`config.mk`:
```
export PLATFORM = sky130hd
export DESIGN_NAME = adhr_host_flat
export DESIGN_NICKNAME = d
export VERILOG_FILES = /design/src/design/adhr_pkg.sv /design/src/design/adhr_if.sv /design/src/design/adhr_host.sv /design/src/flat_wrapper.sv
export SDC_FILE = /design/constraint.sdc
export NUM_CORES = 1
export LEC_CHECK = 0
export ABC_AREA = 1
export BUFFER_PORTS_ARGS = -buffer_cell sky130_fd_sc_hd__buf_4
export CORE_MARGIN = 8
export CORE_UTILIZATION = 57
export DETAILED_ROUTE_END_ITERATION = 16
export PLACE_DENSITY = 0.87
export SETUP_SLACK_MARGIN = 0.5
export SYNTH_ARGS = -nofsm -noshare
export SYNTH_HDL_FRONTEND = slang
export SYNTH_SLANG_ARGS = --single-unit
```
`constraint.sdc`:
```
create_clock -name clk_sys -period 1.94 [get_ports clk_sys]
set_clock_uncertainty 0.1 [all_clocks]
set_input_delay 0.388 -clock clk_sys [delete_from_list [all_inputs] [get_ports clk_sys]]
set_output_delay 0.388 -clock clk_sys [all_outputs]
set_load 0.01 [all_outputs]
```
`src/design/adhr_pkg.sv`:
```
package adhr_pkg;
  localparam int RESULT_W      = 12;
  localparam int BYTE_W        = 8;
  localparam int NIB_W         = RESULT_W - BYTE_W;
  localparam int CLK_NS        = 40;
  // conversion clock in system clocks per period
  localparam int CCLK_DIV_DEF  = 6;
  localparam int LATCH_DLY_NS  = 100;
  localparam int LATCH_DLY_CYC = (LATCH_DLY_NS + CLK_NS - 1) / CLK_NS;
  localparam int SETTLE_NS     = 200;
  localparam int SETTLE_CYC    = (SETTLE_NS + CLK_NS - 1) / CLK_NS;
  localparam int CONV_TIME_NS  = 4000;
  localparam int CONV_CYC      = (CONV_TIME_NS + CLK_NS - 1) / CLK_NS;
  localparam int ROM_RD_CYC    = 2;
  localparam logic [RESULT_W-1:0] RESULT_RST = 12'h000;

  typedef enum logic {
    ADHR_SLOW = 1'b0,
    ADHR_ROM  = 1'b1
  } adhr_mode_t;
endpackage : adhr_pkg

```
`src/design/adhr_if.sv`:
```
`timescale 1ns/100ps
interface adhr_if
  import adhr_pkg::*;
();
  logic                cs_n;
  logic                rd_n;
  logic                hold;
  logic                busy_n;
  logic [RESULT_W-1:0] result_bits;
  logic                result_oe;

  modport dev (
    input  cs_n,
    input  rd_n,
    input  hold,
    output busy_n,
    output result_bits,
    output result_oe
  );

  modport host (
    output cs_n,
    output rd_n,
    output hold,
    input  busy_n,
    input  result_bits,
    input  result_oe
  );
endinterface : adhr_if

```
`src/design/adhr_host.sv`:
```
`timescale 1ns/100ps
// Operation
// - strobes low start conversion; restarts ignored
// - busy low for whole conversion
// - old data while converting, new before busy
// - slow 8-bit: first read stalls on busy
// - low byte to host, nibble to latch
// - second read takes no wait states
// - ROM read starts conversion, returns previous byte
// - upper nibble read from separate latch address
// - optionally wait, then read fresh result
// - busy rising edge usable as interrupt
// - no converter read during conversion
// - slow mode with latches holds strobes low
// - busy rise clocks result into latches
// - latch clock delayed about 100 ns
// - ROM reads spaced by conversion time
// - later ROM read fresh and restarts
// - gate strobes with busy during conversion
// - result as one word or two bytes
// - first decision one to two clock periods
// - hold-to-decision not below settling time
module adhr_host
  import adhr_pkg::*;
#(
  parameter int LAT_DLY = LATCH_DLY_CYC,
  parameter int SETTLE  = SETTLE_CYC,
  parameter int CONV    = CONV_CYC,
  parameter int RD_CYC  = ROM_RD_CYC
) (
  input  wire logic                clk_sys,
  input  wire logic                reset,
  adhr_if.host                     bus,
  input  wire logic                req,
  input  wire logic                mode,
  input  wire logic                wide,
  input  wire logic                wait_fresh,
  output logic                     ack,
  output logic [RESULT_W-1:0]      rdata,
  output logic                     irq,
  output logic                     active
);
  generate
    if (LAT_DLY < 1 || SETTLE < 1 || CONV < 1 || RD_CYC < 1) begin : g_chk
      $error("host timing counts must be at least 1");
    end
  endgenerate

  typedef enum logic [2:0] {
    H_IDLE   = 3'b000,
    H_SETTLE = 3'b001,
    H_STALL  = 3'b010,
    H_ROMRD  = 3'b011,
    H_BYTE2  = 3'b100,
    H_FRESH  = 3'b101,
    H_DONE   = 3'b110
  } adhr_hstate_t;

  localparam int CW = $clog2(CONV + SETTLE + RD_CYC + 1);
  localparam int LW = $clog2(LAT_DLY + 1);

  adhr_hstate_t        state_ff;
  logic [CW-1:0]       cnt_ff;
  logic [CW-1:0]       gap_ff;
  logic [LW-1:0]       ldly_ff;
  logic [BYTE_W-1:0]   lo_ff;
  logic [RESULT_W-1:0] ext_ff;
  logic [RESULT_W-1:0] rdata_ff;
  adhr_mode_t          mode_ff;
  logic                wide_ff;
  logic                fresh_ff;
  logic                strobe_ff;
  logic                hold_ff;
  logic                busy_q_ff;
  logic                saw_busy_ff;
  logic                lat_load_ff;
  logic                lat_seen_ff;
  logic                ack_ff;
  logic                irq_ff;
  logic                active_ff;
  logic                busy_rise;
  logic                rom_ok;

  assign busy_rise = bus.busy_n & ~busy_q_ff;
  // no ROM read while converting or before a conversion time has passed
  assign rom_ok    = bus.busy_n & (gap_ff == '0);

  always_ff @(posedge clk_sys) begin
    if (reset) begin
      busy_q_ff <= 1'b1;
    end else begin
      busy_q_ff <= bus.busy_n;
    end
  end

  always_ff @(posedge clk_sys) begin
    if (reset) begin
      irq_ff <= 1'b0;
    end else begin
      irq_ff <= busy_rise;
    end
  end

  // external latch clock: busy rise delayed so data has settled first
  always_ff @(posedge clk_sys) begin
    if (reset) begin
      ldly_ff     <= '0;
      lat_load_ff <= 1'b0;
      ext_ff      <= RESULT_RST;
    end else begin
      lat_load_ff <= 1'b0;
      if (busy_rise) begin
        ldly_ff <= LW'(LAT_DLY);
      end else if (ldly_ff != '0) begin
        ldly_ff <= ldly_ff - LW'(1);
        if (ldly_ff == LW'(1)) begin
          ext_ff      <= bus.result_bits;
          lat_load_ff <= 1'b1;
        end
      end
    end
  end

  always_ff @(posedge clk_sys) begin
    if (reset) begin
      gap_ff <= '0;
    end else if (state_ff == H_ROMRD && cnt_ff == CW'(RD_CYC)) begin
      gap_ff <= CW'(CONV);
    end else if (gap_ff != '0) begin
      gap_ff <= gap_ff - CW'(1);
    end
  end

  always_ff @(posedge clk_sys) begin
    if (reset) begin
      saw_busy_ff <= 1'b0;
      lat_seen_ff <= 1'b0;
    end else if (state_ff == H_SETTLE) begin
      saw_busy_ff <= 1'b0;
      lat_seen_ff <= 1'b0;
    end else begin
      if (!bus.busy_n) begin
        saw_busy_ff <= 1'b1;
      end
      if (lat_load_ff && saw_busy_ff) begin
        lat_seen_ff <= 1'b1;
      end
    end
  end

  always_ff @(posedge clk_sys) begin
    if (reset) begin
      state_ff  <= H_IDLE;
      cnt_ff    <= '0;
      mode_ff   <= ADHR_SLOW;
      wide_ff   <= 1'b0;
      fresh_ff  <= 1'b0;
      strobe_ff <= 1'b0;
      hold_ff   <= 1'b0;
      lo_ff     <= '0;
      rdata_ff  <= RESULT_RST;
      ack_ff    <= 1'b0;
      active_ff <= 1'b0;
    end else begin
      ack_ff <= 1'b0;
      unique case (state_ff)
        H_IDLE: begin
          // neither mode may drop the strobes onto a running conversion
          if (req && bus.busy_n && (mode == ADHR_SLOW || rom_ok)) begin
            mode_ff   <= adhr_mode_t'(mode);
            wide_ff   <= wide;
            fresh_ff  <= wait_fresh;
            hold_ff   <= 1'b1;
            cnt_ff    <= CW'(SETTLE);
            active_ff <= 1'b1;
            state_ff  <= H_SETTLE;
          end
        end
        H_SETTLE: begin
          // hold leads the strobes by the settling time
          if (cnt_ff == CW'(1)) begin
            strobe_ff <= 1'b1;
            cnt_ff    <= '0;
            state_ff  <= (mode_ff == ADHR_SLOW) ? H_STALL : H_ROMRD;
          end else begin
            cnt_ff <= cnt_ff - CW'(1);
          end
        end
        H_STALL: begin
          // strobes stay low through the conversion, released after latch load
          if (lat_seen_ff) begin
            strobe_ff <= 1'b0;
            hold_ff   <= 1'b0;
            lo_ff     <= bus.result_bits[BYTE_W-1:0];
            if (wide_ff) begin
              rdata_ff <= bus.result_bits;
              state_ff <= H_DONE;
            end else begin
              state_ff <= H_BYTE2;
            end
          end
        end
        H_ROMRD: begin
          if (cnt_ff == CW'(RD_CYC)) begin
            strobe_ff <= 1'b0;
            hold_ff   <= 1'b0;
            lo_ff     <= bus.result_bits[BYTE_W-1:0];
            cnt_ff    <= '0;
            if (fresh_ff) begin
              fresh_ff <= 1'b0;
              state_ff <= H_FRESH;
            end else if (wide_ff) begin
              rdata_ff <= bus.result_bits;
              state_ff <= H_DONE;
            end else begin
              state_ff <= H_BYTE2;
            end
          end else begin
            cnt_ff <= cnt_ff + CW'(1);
          end
        end
        H_FRESH: begin
          // this read returns the fresh word and restarts the converter
          if (rom_ok) begin
            hold_ff  <= 1'b1;
            cnt_ff   <= CW'(SETTLE);
            state_ff <= H_SETTLE;
          end
        end
        H_BYTE2: begin
          // latch read: single cycle, never waits on busy
          rdata_ff <= {ext_ff[RESULT_W-1:BYTE_W], lo_ff};
          state_ff <= H_DONE;
        end
        H_DONE: begin
          ack_ff    <= 1'b1;
          active_ff <= 1'b0;
          state_ff  <= H_IDLE;
        end
        default: state_ff <= H_IDLE;
      endcase
    end
  end

  assign bus.cs_n = ~strobe_ff;
  assign bus.rd_n = ~strobe_ff;
  assign bus.hold = hold_ff;
  assign ack      = ack_ff;
  assign rdata    = rdata_ff;
  assign irq      = irq_ff;
  assign active   = active_ff;
endmodule : adhr_host

```
`src/flat_wrapper.sv`:
```
// flat-port wrapper written by rule: the top's interface ports become plain ports
module adhr_host_flat import adhr_pkg::*;
#(
  parameter int LAT_DLY = LATCH_DLY_CYC,
  parameter int SETTLE  = SETTLE_CYC,
  parameter int CONV    = CONV_CYC,
  parameter int RD_CYC  = ROM_RD_CYC
)
  (clk_sys, reset, req, mode, wide, wait_fresh, ack, rdata, irq, active, bus_cs_n, bus_rd_n, bus_hold, bus_busy_n, bus_result_bits, bus_result_oe);
  adhr_if bus_i ();
  input  wire logic clk_sys;
  input  wire logic reset;
  input  wire logic req;
  input  wire logic mode;
  input  wire logic wide;
  input  wire logic wait_fresh;
  output logic ack;
  output logic [RESULT_W-1:0] rdata;
  output logic irq;
  output logic active;
  output wire logic [$bits(bus_i.cs_n)-1:0] bus_cs_n;
  output wire logic [$bits(bus_i.rd_n)-1:0] bus_rd_n;
  output wire logic [$bits(bus_i.hold)-1:0] bus_hold;
  input wire logic [$bits(bus_i.busy_n)-1:0] bus_busy_n;
  input wire logic [$bits(bus_i.result_bits)-1:0] bus_result_bits;
  input wire logic [$bits(bus_i.result_oe)-1:0] bus_result_oe;
  assign bus_cs_n = bus_i.cs_n;
  assign bus_rd_n = bus_i.rd_n;
  assign bus_hold = bus_i.hold;
  assign bus_i.busy_n = bus_busy_n;
  assign bus_i.result_bits = bus_result_bits;
  assign bus_i.result_oe = bus_result_oe;
  adhr_host #(.LAT_DLY(LAT_DLY), .SETTLE(SETTLE), .CONV(CONV), .RD_CYC(RD_CYC)) u_core (.clk_sys(clk_sys), .reset(reset), .bus(bus_i), .req(req), .mode(mode), .wide(wide), .wait_fresh(wait_fresh), .ack(ack), .rdata(rdata), .irq(irq), .active(active));
endmodule
```
==> impl_metrics.ini, run 1 <==
[floorplan]
core_um2 = 4750
pin_count = 38
dieArea_um2 = 7430
initial_core_util = 0.591
num_rows = 25
dieHeight_um = 86.2
die_width_um = 86.2

[worst_setup_path]
path_class = register to register
crit_fanout = 5
cp_data_required_time_ns = 2.07
r2r-end = u_core.lo_ff[5]
r2r_slack_ns = 0.15
r2r_cells = 9
worstPathArrival_ns = 1.91
end_kind = register
reg2reg_from = u_core.cnt_ff[6]
worstSetupStartpointType = register

[sta]
setup_tns_ns = 0
tightest_slew_ns = 0.432
fin_crit_ns = 1.79
setup_viol = 0
fin_hold_ws_ns = 0.214
slew_viol_final = 0
slew_headroom = 0.709
hold_viol_final = 0
rsz0062_at_grt = yes
min_period_over_period = 0.921
fmax_ghz = 0.560

[routing]
vias_per_cell = 6.39
drc = 0
firstDrtPassIters = 5
drt_iter0_drc = 639
drt-total-wl_mm = 11.6
via_count = 3421
ant_nets = 0
wire_per_inst_um = 21.6

[run]
drv_cap = 0

[final_layout]
final_nets = 494
fin_util = 0.858
antenna_cells = 0
syn_to_final_growth_pct = 45.3
drive_gt1_frac = 0.432

[global_route]
grt_pass1_vias = 3057
grt_max_degree = 29
grt.total_usage = 0.247
antenna_found_initial = 0
grt_pass1_wl_mm = 14.7
grt_overflow = 0

[clocking]
path_clk_slew_ns = 0.10
cts_buffers = 5
clock_latency_ns = 0.34
cts_tree = built
cts.sinks = 55
root_buffer = clkbuf_8
ctsHoldBuffers = 0
clock_path_buffers = 2
cts-htree-levels = 2

[synthesis]
yosysSeqAreaShare = 0.392
synthCells = 384
ys_async_sr_fraction = 0
synth_seq_cells = 55
syn_area_um2 = 2810
synth_top_area_share = 0.392
synth_area_leaders = dfxtp_1 39%, nand2_1 9.8%, a21oi_1 7.7%, inv_1 5.9%, o21ai_0 5.9%
syn_nets = 411
synth_top_flop_cell = dfxtp_1
syn_avg_cell_area_um2 = 7.31
yosysWarnings = 0
synthTopCellsByCount = 73 x nand2_1, 55 x dfxtp_1, 44 x inv_1, 43 x a21oi_1, 33 x o21ai_0
ys_types = 33
yosysMostFrequentCell = nand2_1
synth_top_cell_by_area = dfxtp_1
synth_edf_count = 0

[status]
outcome = finished clean

[power_and_ir_drop]
powerDensity_nw_per_um2 = 1570
peakVddDrop_uv = 1160
p_leak_nw = 1.76

[placed_design]
io_buffers = 36
dp_hpwl_mm = 4.74
gp_congestion = 0.900

[min_path]
min_to = u_core.busy_q_ff
hold_start = bus_busy_n
hold_class = input port to register
worstHoldPathCells = 3
## worst max path at each step
stage	endpoint	start
floorplan	u_core.rdata[10]	u_core.cnt_ff[0]
finish	u_core.lo_ff[5]	u_core.cnt_ff[6]
CTS	u_core.lo_ff[4]	u_core.cnt_ff[0]
detailed placement	u_core.rdata[0]	u_core.state_ff[1]
global placement	u_core.rdata[1]	u_core.state_ff[1]
global route	u_core.rdata[5]	u_core.state_ff[1]
## cell families (layout without fill, tap and decap cells)
| group | Yosys count | count (layout) | share of synthesized area |
|---|---|---|---|
| buffers and inverters | 66 | 144 | 0.102 |
| flip-flops | 55 | 55 | 0.392 |
| AO/OA/AOI/OAI | 90 | 90 | 0.171 |
| XOR/XNOR | 4 | 4 | 0.0125 |
| AND/OR/NAND/NOR | 162 | 168 | 0.292 |
| adder cells (fa/ha/maj) | 7 | 7 | 0.0312 |
## placed cells by master, fill, tap and decap left out, types with 5 or more instances in the layout
master	instances
dfxtp_4	5
a21oi_2	11
o21ai_0	16
o21ai_1	13
nand2_1	56
nor2_2	5
inv_2	5
nor2_1	18
a21oi_1	34
nand3_4	8
nand3_1	15
nor2_4	9
dfxtp_2	6
nand2_4	13
inv_4	5
inv_1	37
clkbuf_8	6
nand2_2	16
o21ai_2	6
nand4_1	16
buf_4	72
buf_6	10
dfxtp_1	44
## sequential cells by signal, indices dropped and copies added, names as in the netlist, 2 cells and up
name,count
u_core.cnt_ff,7
u_core.ext_ff,4
u_core.gap_ff,7
u_core.ldly_ff,2
u_core.lo_ff,8
u_core.rdata,12
u_core.state_ff,3
## critical path: stages, from the launching register on
cell     delay (ns)
dfxtp_1        0.36
inv_1          0.17
nand2_2        0.14
nor2_4         0.18
nor2_4         0.06
nor2_4         0.15
buf_12         0.14
nand2_4        0.09
o21ai_1        0.20
a21oi_1        0.09
## layout make-up
type                    count  area (µm²)
well taps                  67        83.8
clock buffers               6        82.6
fillers                   242         674
repair buffers             85         713
flip-flops and latches     55        1130
multi-input cells         269        1810
inverters                  51         229
clock inverters             2        35.0
## per-layer routing
metal	global-route usage	up-vias	routed length, µm
met5	0	-	0
met4	0.158	0	665
met3	0.0671	88	1270
met2	0.405	292	5460
met1	0.278	1596	4160
li1	-	1445	-
## per-stage QoR
stage	instance area (µm²)	total power, mW	instances	setup slack [ns]
detailed placement	3180	3.85	477	0.174
floorplan	2880	3.42	384	0.463
global placement	3180	3.75	477	0.212
finish	4080	6.41	535	0.153
global route	4080	6.70	535	0.0576
CTS	3710	5.30	520	0.400
## report_power, final
group	switching, mW	internal (mW)
Sequential	0.299	1.44
Clock	0.419	0.419
Combinational	2.30	1.52
## repair_timing
item | CTS | global route
setup buffers | 29 | 15
gates cloned | 6 | 0
pin swaps | 23 | 29
gates resized for setup | 52 | 70
endpoints found under the setup margin | 40 | 46
(Power assumes the default switching activity.)
==> run 2, diff against run 1 <==
--- a/config.mk
+++ b/config.mk
@@ -11,7 +11,6 @@
 export CORE_UTILIZATION = 57
 export DETAILED_ROUTE_END_ITERATION = 16
 export PLACE_DENSITY = 0.87
-export SETUP_SLACK_MARGIN = 0.5
 export SYNTH_ARGS = -nofsm -noshare
 export SYNTH_HDL_FRONTEND = slang
 export SYNTH_SLANG_ARGS = --single-unit
==> run 2 against run 1 <==
  * Flip-flop and latch count is the same
  * Power shrank 31%
  * Highest routed layer unchanged
  * Routed wire length shrank 46%
  * Worst setup slack gained 0.031 ns
  * Clock-buffer cell count is the same
  * Final cell count shrank 9.2%
==> impl_metrics.ini, run 2 (same netlist as run 1, synthesis figures left out) <==
[status]
outcome = finished clean

[placed_design]
gp_congestion = 0.955
dp.cells = 478
dp_hpwl_mm = 4.61
pre_cts_slack_ns = 0.0965
io_buffers = 36

[sta]
slew_viol_final = 0
tightest_slew_ns = 0.413
setup_tns_ns = 0
slew_headroom = 0.723
setup_viol = 0
fmax_ghz = 0.569
rsz0062_at_grt = no
min_period_over_period = 0.905
hold_viol_final = 0
fin_crit_ns = 1.76
worst_slack_ns = 0.184

[power_and_ir_drop]
p_total_mw = 4.44
power_frac_seq = 0.363
powerDensity_nw_per_um2 = 1370
pwr-share-clk = 0.146
peakVddDrop_uv = 896
p_leak_nw = 1.40
p_int_mw = 2.47
combPwrFrac = 0.491
p_sw_frac = 0.442
switchingPower_mw = 1.96

[floorplan]
num_rows = 25
dieHeight_um = 86.2
initial_core_util = 0.591
die_width_um = 86.2
core_um2 = 4750
pin_count = 38
dieArea_um2 = 7430

[routing]
firstDrtPassIters = 5
via_count = 2557
drc = 0
drt_iter0_drc = 207
drt-total-wl_mm = 6.25
ant_nets = 0
vias_per_cell = 5.26
wire_per_inst_um = 12.9

[final_layout]
final_nets = 445
final_cell_mix = 71 x nand2_1, 55 x dfxtp_1, 43 x inv_1, 43 x a21oi_1, 42 x buf_4
final_common_cell = nand2_1
final_cell_count_no_fill = 486
drive_gt1_frac = 0.215
largest_reg_flops = 12
antenna_cells = 0
syn_to_final_growth_pct = 14.9
fin_util = 0.679

[worst_setup_path]
worstSetupStartpointType = register
worstPathArrival_ns = 1.91
path_class = register to register
crit_fanout = 12
end_kind = register
cp_data_required_time_ns = 2.09

[clocking]
clock_path_buffers = 2
cts-htree-levels = 2
cts_tree = built
root_buffer = clkbuf_8
cts.sinks = 55
path_clk_slew_ns = 0.10
cts_buffers = 5
clock_latency_ns = 0.32
ctsHoldBuffers = 0

[min_path]
hold_class = input port to register

[global_route]
antenna_found_initial = 0
grt_overflow = 0
grt_pass1_vias = 2345
grt_max_degree = 29
grt.total_usage = 0.168
grt_pass1_wl_mm = 10.4

[run]
drv_cap = 0
==> run 2: per-layer routing <==
metal / part of all wire / global-route usage
met2: 0.48 / 0.295
met1: 0.44 / 0.197
met4: 0.013 / 0.0485
met3: 0.060 / 0.0416
met5: 0 / 0
==> run 2: worst paths after layout <==
path                                       start          endpoint  slack (ns)  depth (start not counted)
worst max-delay path            u_core.cnt_ff[0]   u_core.rdata[2]        0.18                          9
worst min-delay path                  bus_busy_n  u_core.busy_q_ff        0.20                          3
worst max register to register  u_core.cnt_ff[0]   u_core.rdata[2]        0.18                          9
worst min register to register   u_core.lo_ff[3]   u_core.lo_ff[3]        0.35                          2
==> run 2: timing repair <==
item	CTS	global route
gates resized for setup	0	7
setup buffers	0	0
endpoints found under the setup margin	0	16
==> run 2: area by class of cell <==
cell class              instances  area [µm²]
multi-input cells             263        1440
clock inverters                 2        17.5
clock buffers                   6        72.6
inverters                      51         194
well taps                      67        83.8
repair buffers                 42         315
flip-flops and latches         55        1100
fillers                       406        1530
==> run 2: through the flow <==
stage	hold WS (ns)	instance area, µm²
after floorplan	0.324	2810
after global placement	0.331	3120
after detailed placement	0.337	3120
after CTS	0.201	3210
after global routing	0.207	3230
final	0.201	3230
==> run 2: power groups by stage <==
| stage | clock network (mW) | registers [mW] | logic [mW] |
|---|---|---|---|
| 6_report | 0.646 | 1.61 | 2.18 |
| 3_5_place_dp | 0 | 1.63 | 2.12 |
| 3_3_place_gp | 0 | 1.62 | 2.03 |
| 2_1_floorplan | 0 | 1.60 | 1.70 |
| 5_1_grt | 0.688 | 1.65 | 2.45 |
| 4_1_cts | 0.656 | 1.61 | 2.13 |
==> run 2: worst max-delay path, stage by stage, from the launching register on <==
cell,delay (ns)
dfxtp_1,0.36
inv_2,0.11
ha_1,0.18
nand2_2,0.09
nor2_4,0.13
nand2_2,0.14
nand3_2,0.12
buf_4,0.18
nand4_1,0.11
a21oi_1,0.16
==> run 3, diff against run 2 <==
--- a/config.mk
+++ b/config.mk
@@ -6,7 +6,7 @@
 export NUM_CORES = 1
 export LEC_CHECK = 0
 export ABC_AREA = 1
-export BUFFER_PORTS_ARGS = -buffer_cell sky130_fd_sc_hd__buf_4
+export BUFFER_PORTS_ARGS = -buffer_cell sky130_fd_sc_hd__buf_2
 export CORE_MARGIN = 8
 export CORE_UTILIZATION = 57
 export DETAILED_ROUTE_END_ITERATION = 16
==> run 3 against run 2 <==
  * First-iteration DRC count shrank 9.7%
  * Critical path depth is the same
  * Hold slack gained 0.032 ns
  * Global-route usage grew 0.44 points
  * Clock-buffer cell count is the same
  * Cell area shrank 3.5%
  * Flip-flop and latch count is the same
==> impl_metrics.ini, run 3 (same netlist as run 1, synthesis figures left out) <==
[power_and_ir_drop]
peakVddDrop_uv = 938
power_frac_seq = 0.372
pwr-share-clk = 0.148
p_int_mw = 2.43
powerDensity_nw_per_um2 = 1390
combPwrFrac = 0.480
p_leak_nw = 1.37
switchingPower_mw = 1.91
p_sw_frac = 0.441

[final_layout]
final_nets = 444
drive_gt1_frac = 0.211
final_common_cell = nand2_1
antenna_cells = 0
fin_util = 0.655
final_cell_mix = 71 x nand2_1, 55 x dfxtp_1, 44 x inv_1
syn_to_final_growth_pct = 10.9
largest_reg_flops = 12

[sta]
worst_slack_ns = 0.171
setup_tns_ns = 0
fin_crit_ns = 1.77
slew_headroom = 0.751
tightest_slew_ns = 0.373
fin_hold_ws_ns = 0.233
min_period_over_period = 0.912
slew_viol_final = 0
fmax_ghz = 0.565
setup_viol = 0
rsz0062_at_grt = no
hold_viol_final = 0

[worst_setup_path]
crit_buf_inv = 1
crit_top_cell = nor2_4
path_delay_family = simple AND/OR/NAND/NOR gates
cpMaxStageDelayCell = dfxtp_1
cp_slowest_stage_delay_ns = 0.36
crit_fanout = 18
worstPathArrival_ns = 1.87
cp_data_required_time_ns = 2.04
worstSetupStartpointType = register
crit_chain = inv_1 -> ha_1 -> nand2_2 -> nor2_4 -> nor2_4 -> nor2_4 -> nand2_2 -> o21ai_0 -> a21oi_1
end_kind = register
path_class = register to register

[routing]
drc = 0
ant_nets = 0
via_count = 2516
firstDrtPassIters = 5
drt-total-wl_mm = 6.12
drt_iter0_drc = 187
wire_per_inst_um = 12.6
vias_per_cell = 5.19

[global_route]
grt_max_degree = 29
grt_overflow = 0
antenna_found_initial = 0
grt.total_usage = 0.173
grt_pass1_wl_mm = 10.5
grt_pass1_vias = 2354

[floorplan]
dieArea_um2 = 7430
dieHeight_um = 86.2
core_um2 = 4750
die_width_um = 86.2
num_rows = 25
initial_core_util = 0.591
pin_count = 38

[clocking]
clock_path_buffers = 2
root_buffer = clkbuf_8
ctsHoldBuffers = 0
path_clk_slew_ns = 0.10
cts-htree-levels = 2
cts_tree = built
cts_buffers = 5
clock_latency_ns = 0.31
cts.sinks = 55

[placed_design]
gp_congestion = 0.910
dp_hpwl_mm = 4.61
io_buffers = 36
pre_cts_slack_ns = 0.145

[min_path]
hold_class = input port to register

[run]
drv_cap = 0

[status]
outcome = finished clean
## run 3: cell types whose count changed in the layout (fill, tap and decap cells not counted)
cell	before	now
inv_6	0	1
nand3_2	3	4
nand3_4	2	1
clkinv_4	2	0
nand2_2	8	9
clkinvlp_4	0	1
nand2_4	4	3
inv_1	43	44
inv_2	7	6
buf_4	42	5
buf_2	0	36
## run 3: per-layer routing
| metal | share of wire | GRT usage | vias up |
|---|---|---|---|
| met1 | 0.45 | 0.213 | 1132 |
| li1 | - | - | 1327 |
| met4 | 0.011 | 0.0579 | 0 |
| met2 | 0.48 | 0.283 | 49 |
| met3 | 0.057 | 0.0454 | 8 |
| met5 | 0 | 0 | - |
## run 3: cell type report
cell class	instances	area, µm²
Tap cell	67	83.8
Fill cell	446	1640
Inverter	51	194
Sequential cell	55	1100
Clock inverter	2	16.3
Clock buffer	6	72.6
Multi-Input combinational cell	263	1430
Timing Repair Buffer	41	218
## run 3: power groups by stage
stage	logic, mW	registers, mW	clock network, mW
after global routing	2.40	1.64	0.703
after detailed placement	2.05	1.63	0
after CTS	2.07	1.61	0.659
after floorplan	1.70	1.60	0
final	2.08	1.61	0.642
after global placement	1.98	1.62	0
## run 3: metrics by stage
stage	total power, mW	cells	cell area (µm²)
floorplan	3.30	384	2810
global placement	3.60	477	3020
detailed placement	3.69	477	3020
CTS	4.33	485	3110
global route	4.75	485	3120
finish	4.34	485	3120
## run 3: worst paths after layout
kind / from / end / slack, ns / depth (start not counted)
max: u_core.cnt_ff[0] / u_core.lo_ff[3] / 0.17 / 9
min: bus_busy_n / u_core.busy_q_ff / 0.23 / 3
max reg2reg: u_core.cnt_ff[0] / u_core.lo_ff[3] / 0.17 / 9
min reg2reg: u_core.lo_ff[2] / u_core.lo_ff[2] / 0.35 / 2
## run 3: tightest hold or removal path, stage by stage
cell     delay, ns
buf_2         0.11
inv_1         0.07
nand2_1       0.05
## run 3: what timing repair did
item | 4_1_cts | 5_1_grt
buffers inserted | 0 | 0
gates resized for setup | 0 | 4
endpoints found under the setup margin | 0 | 12
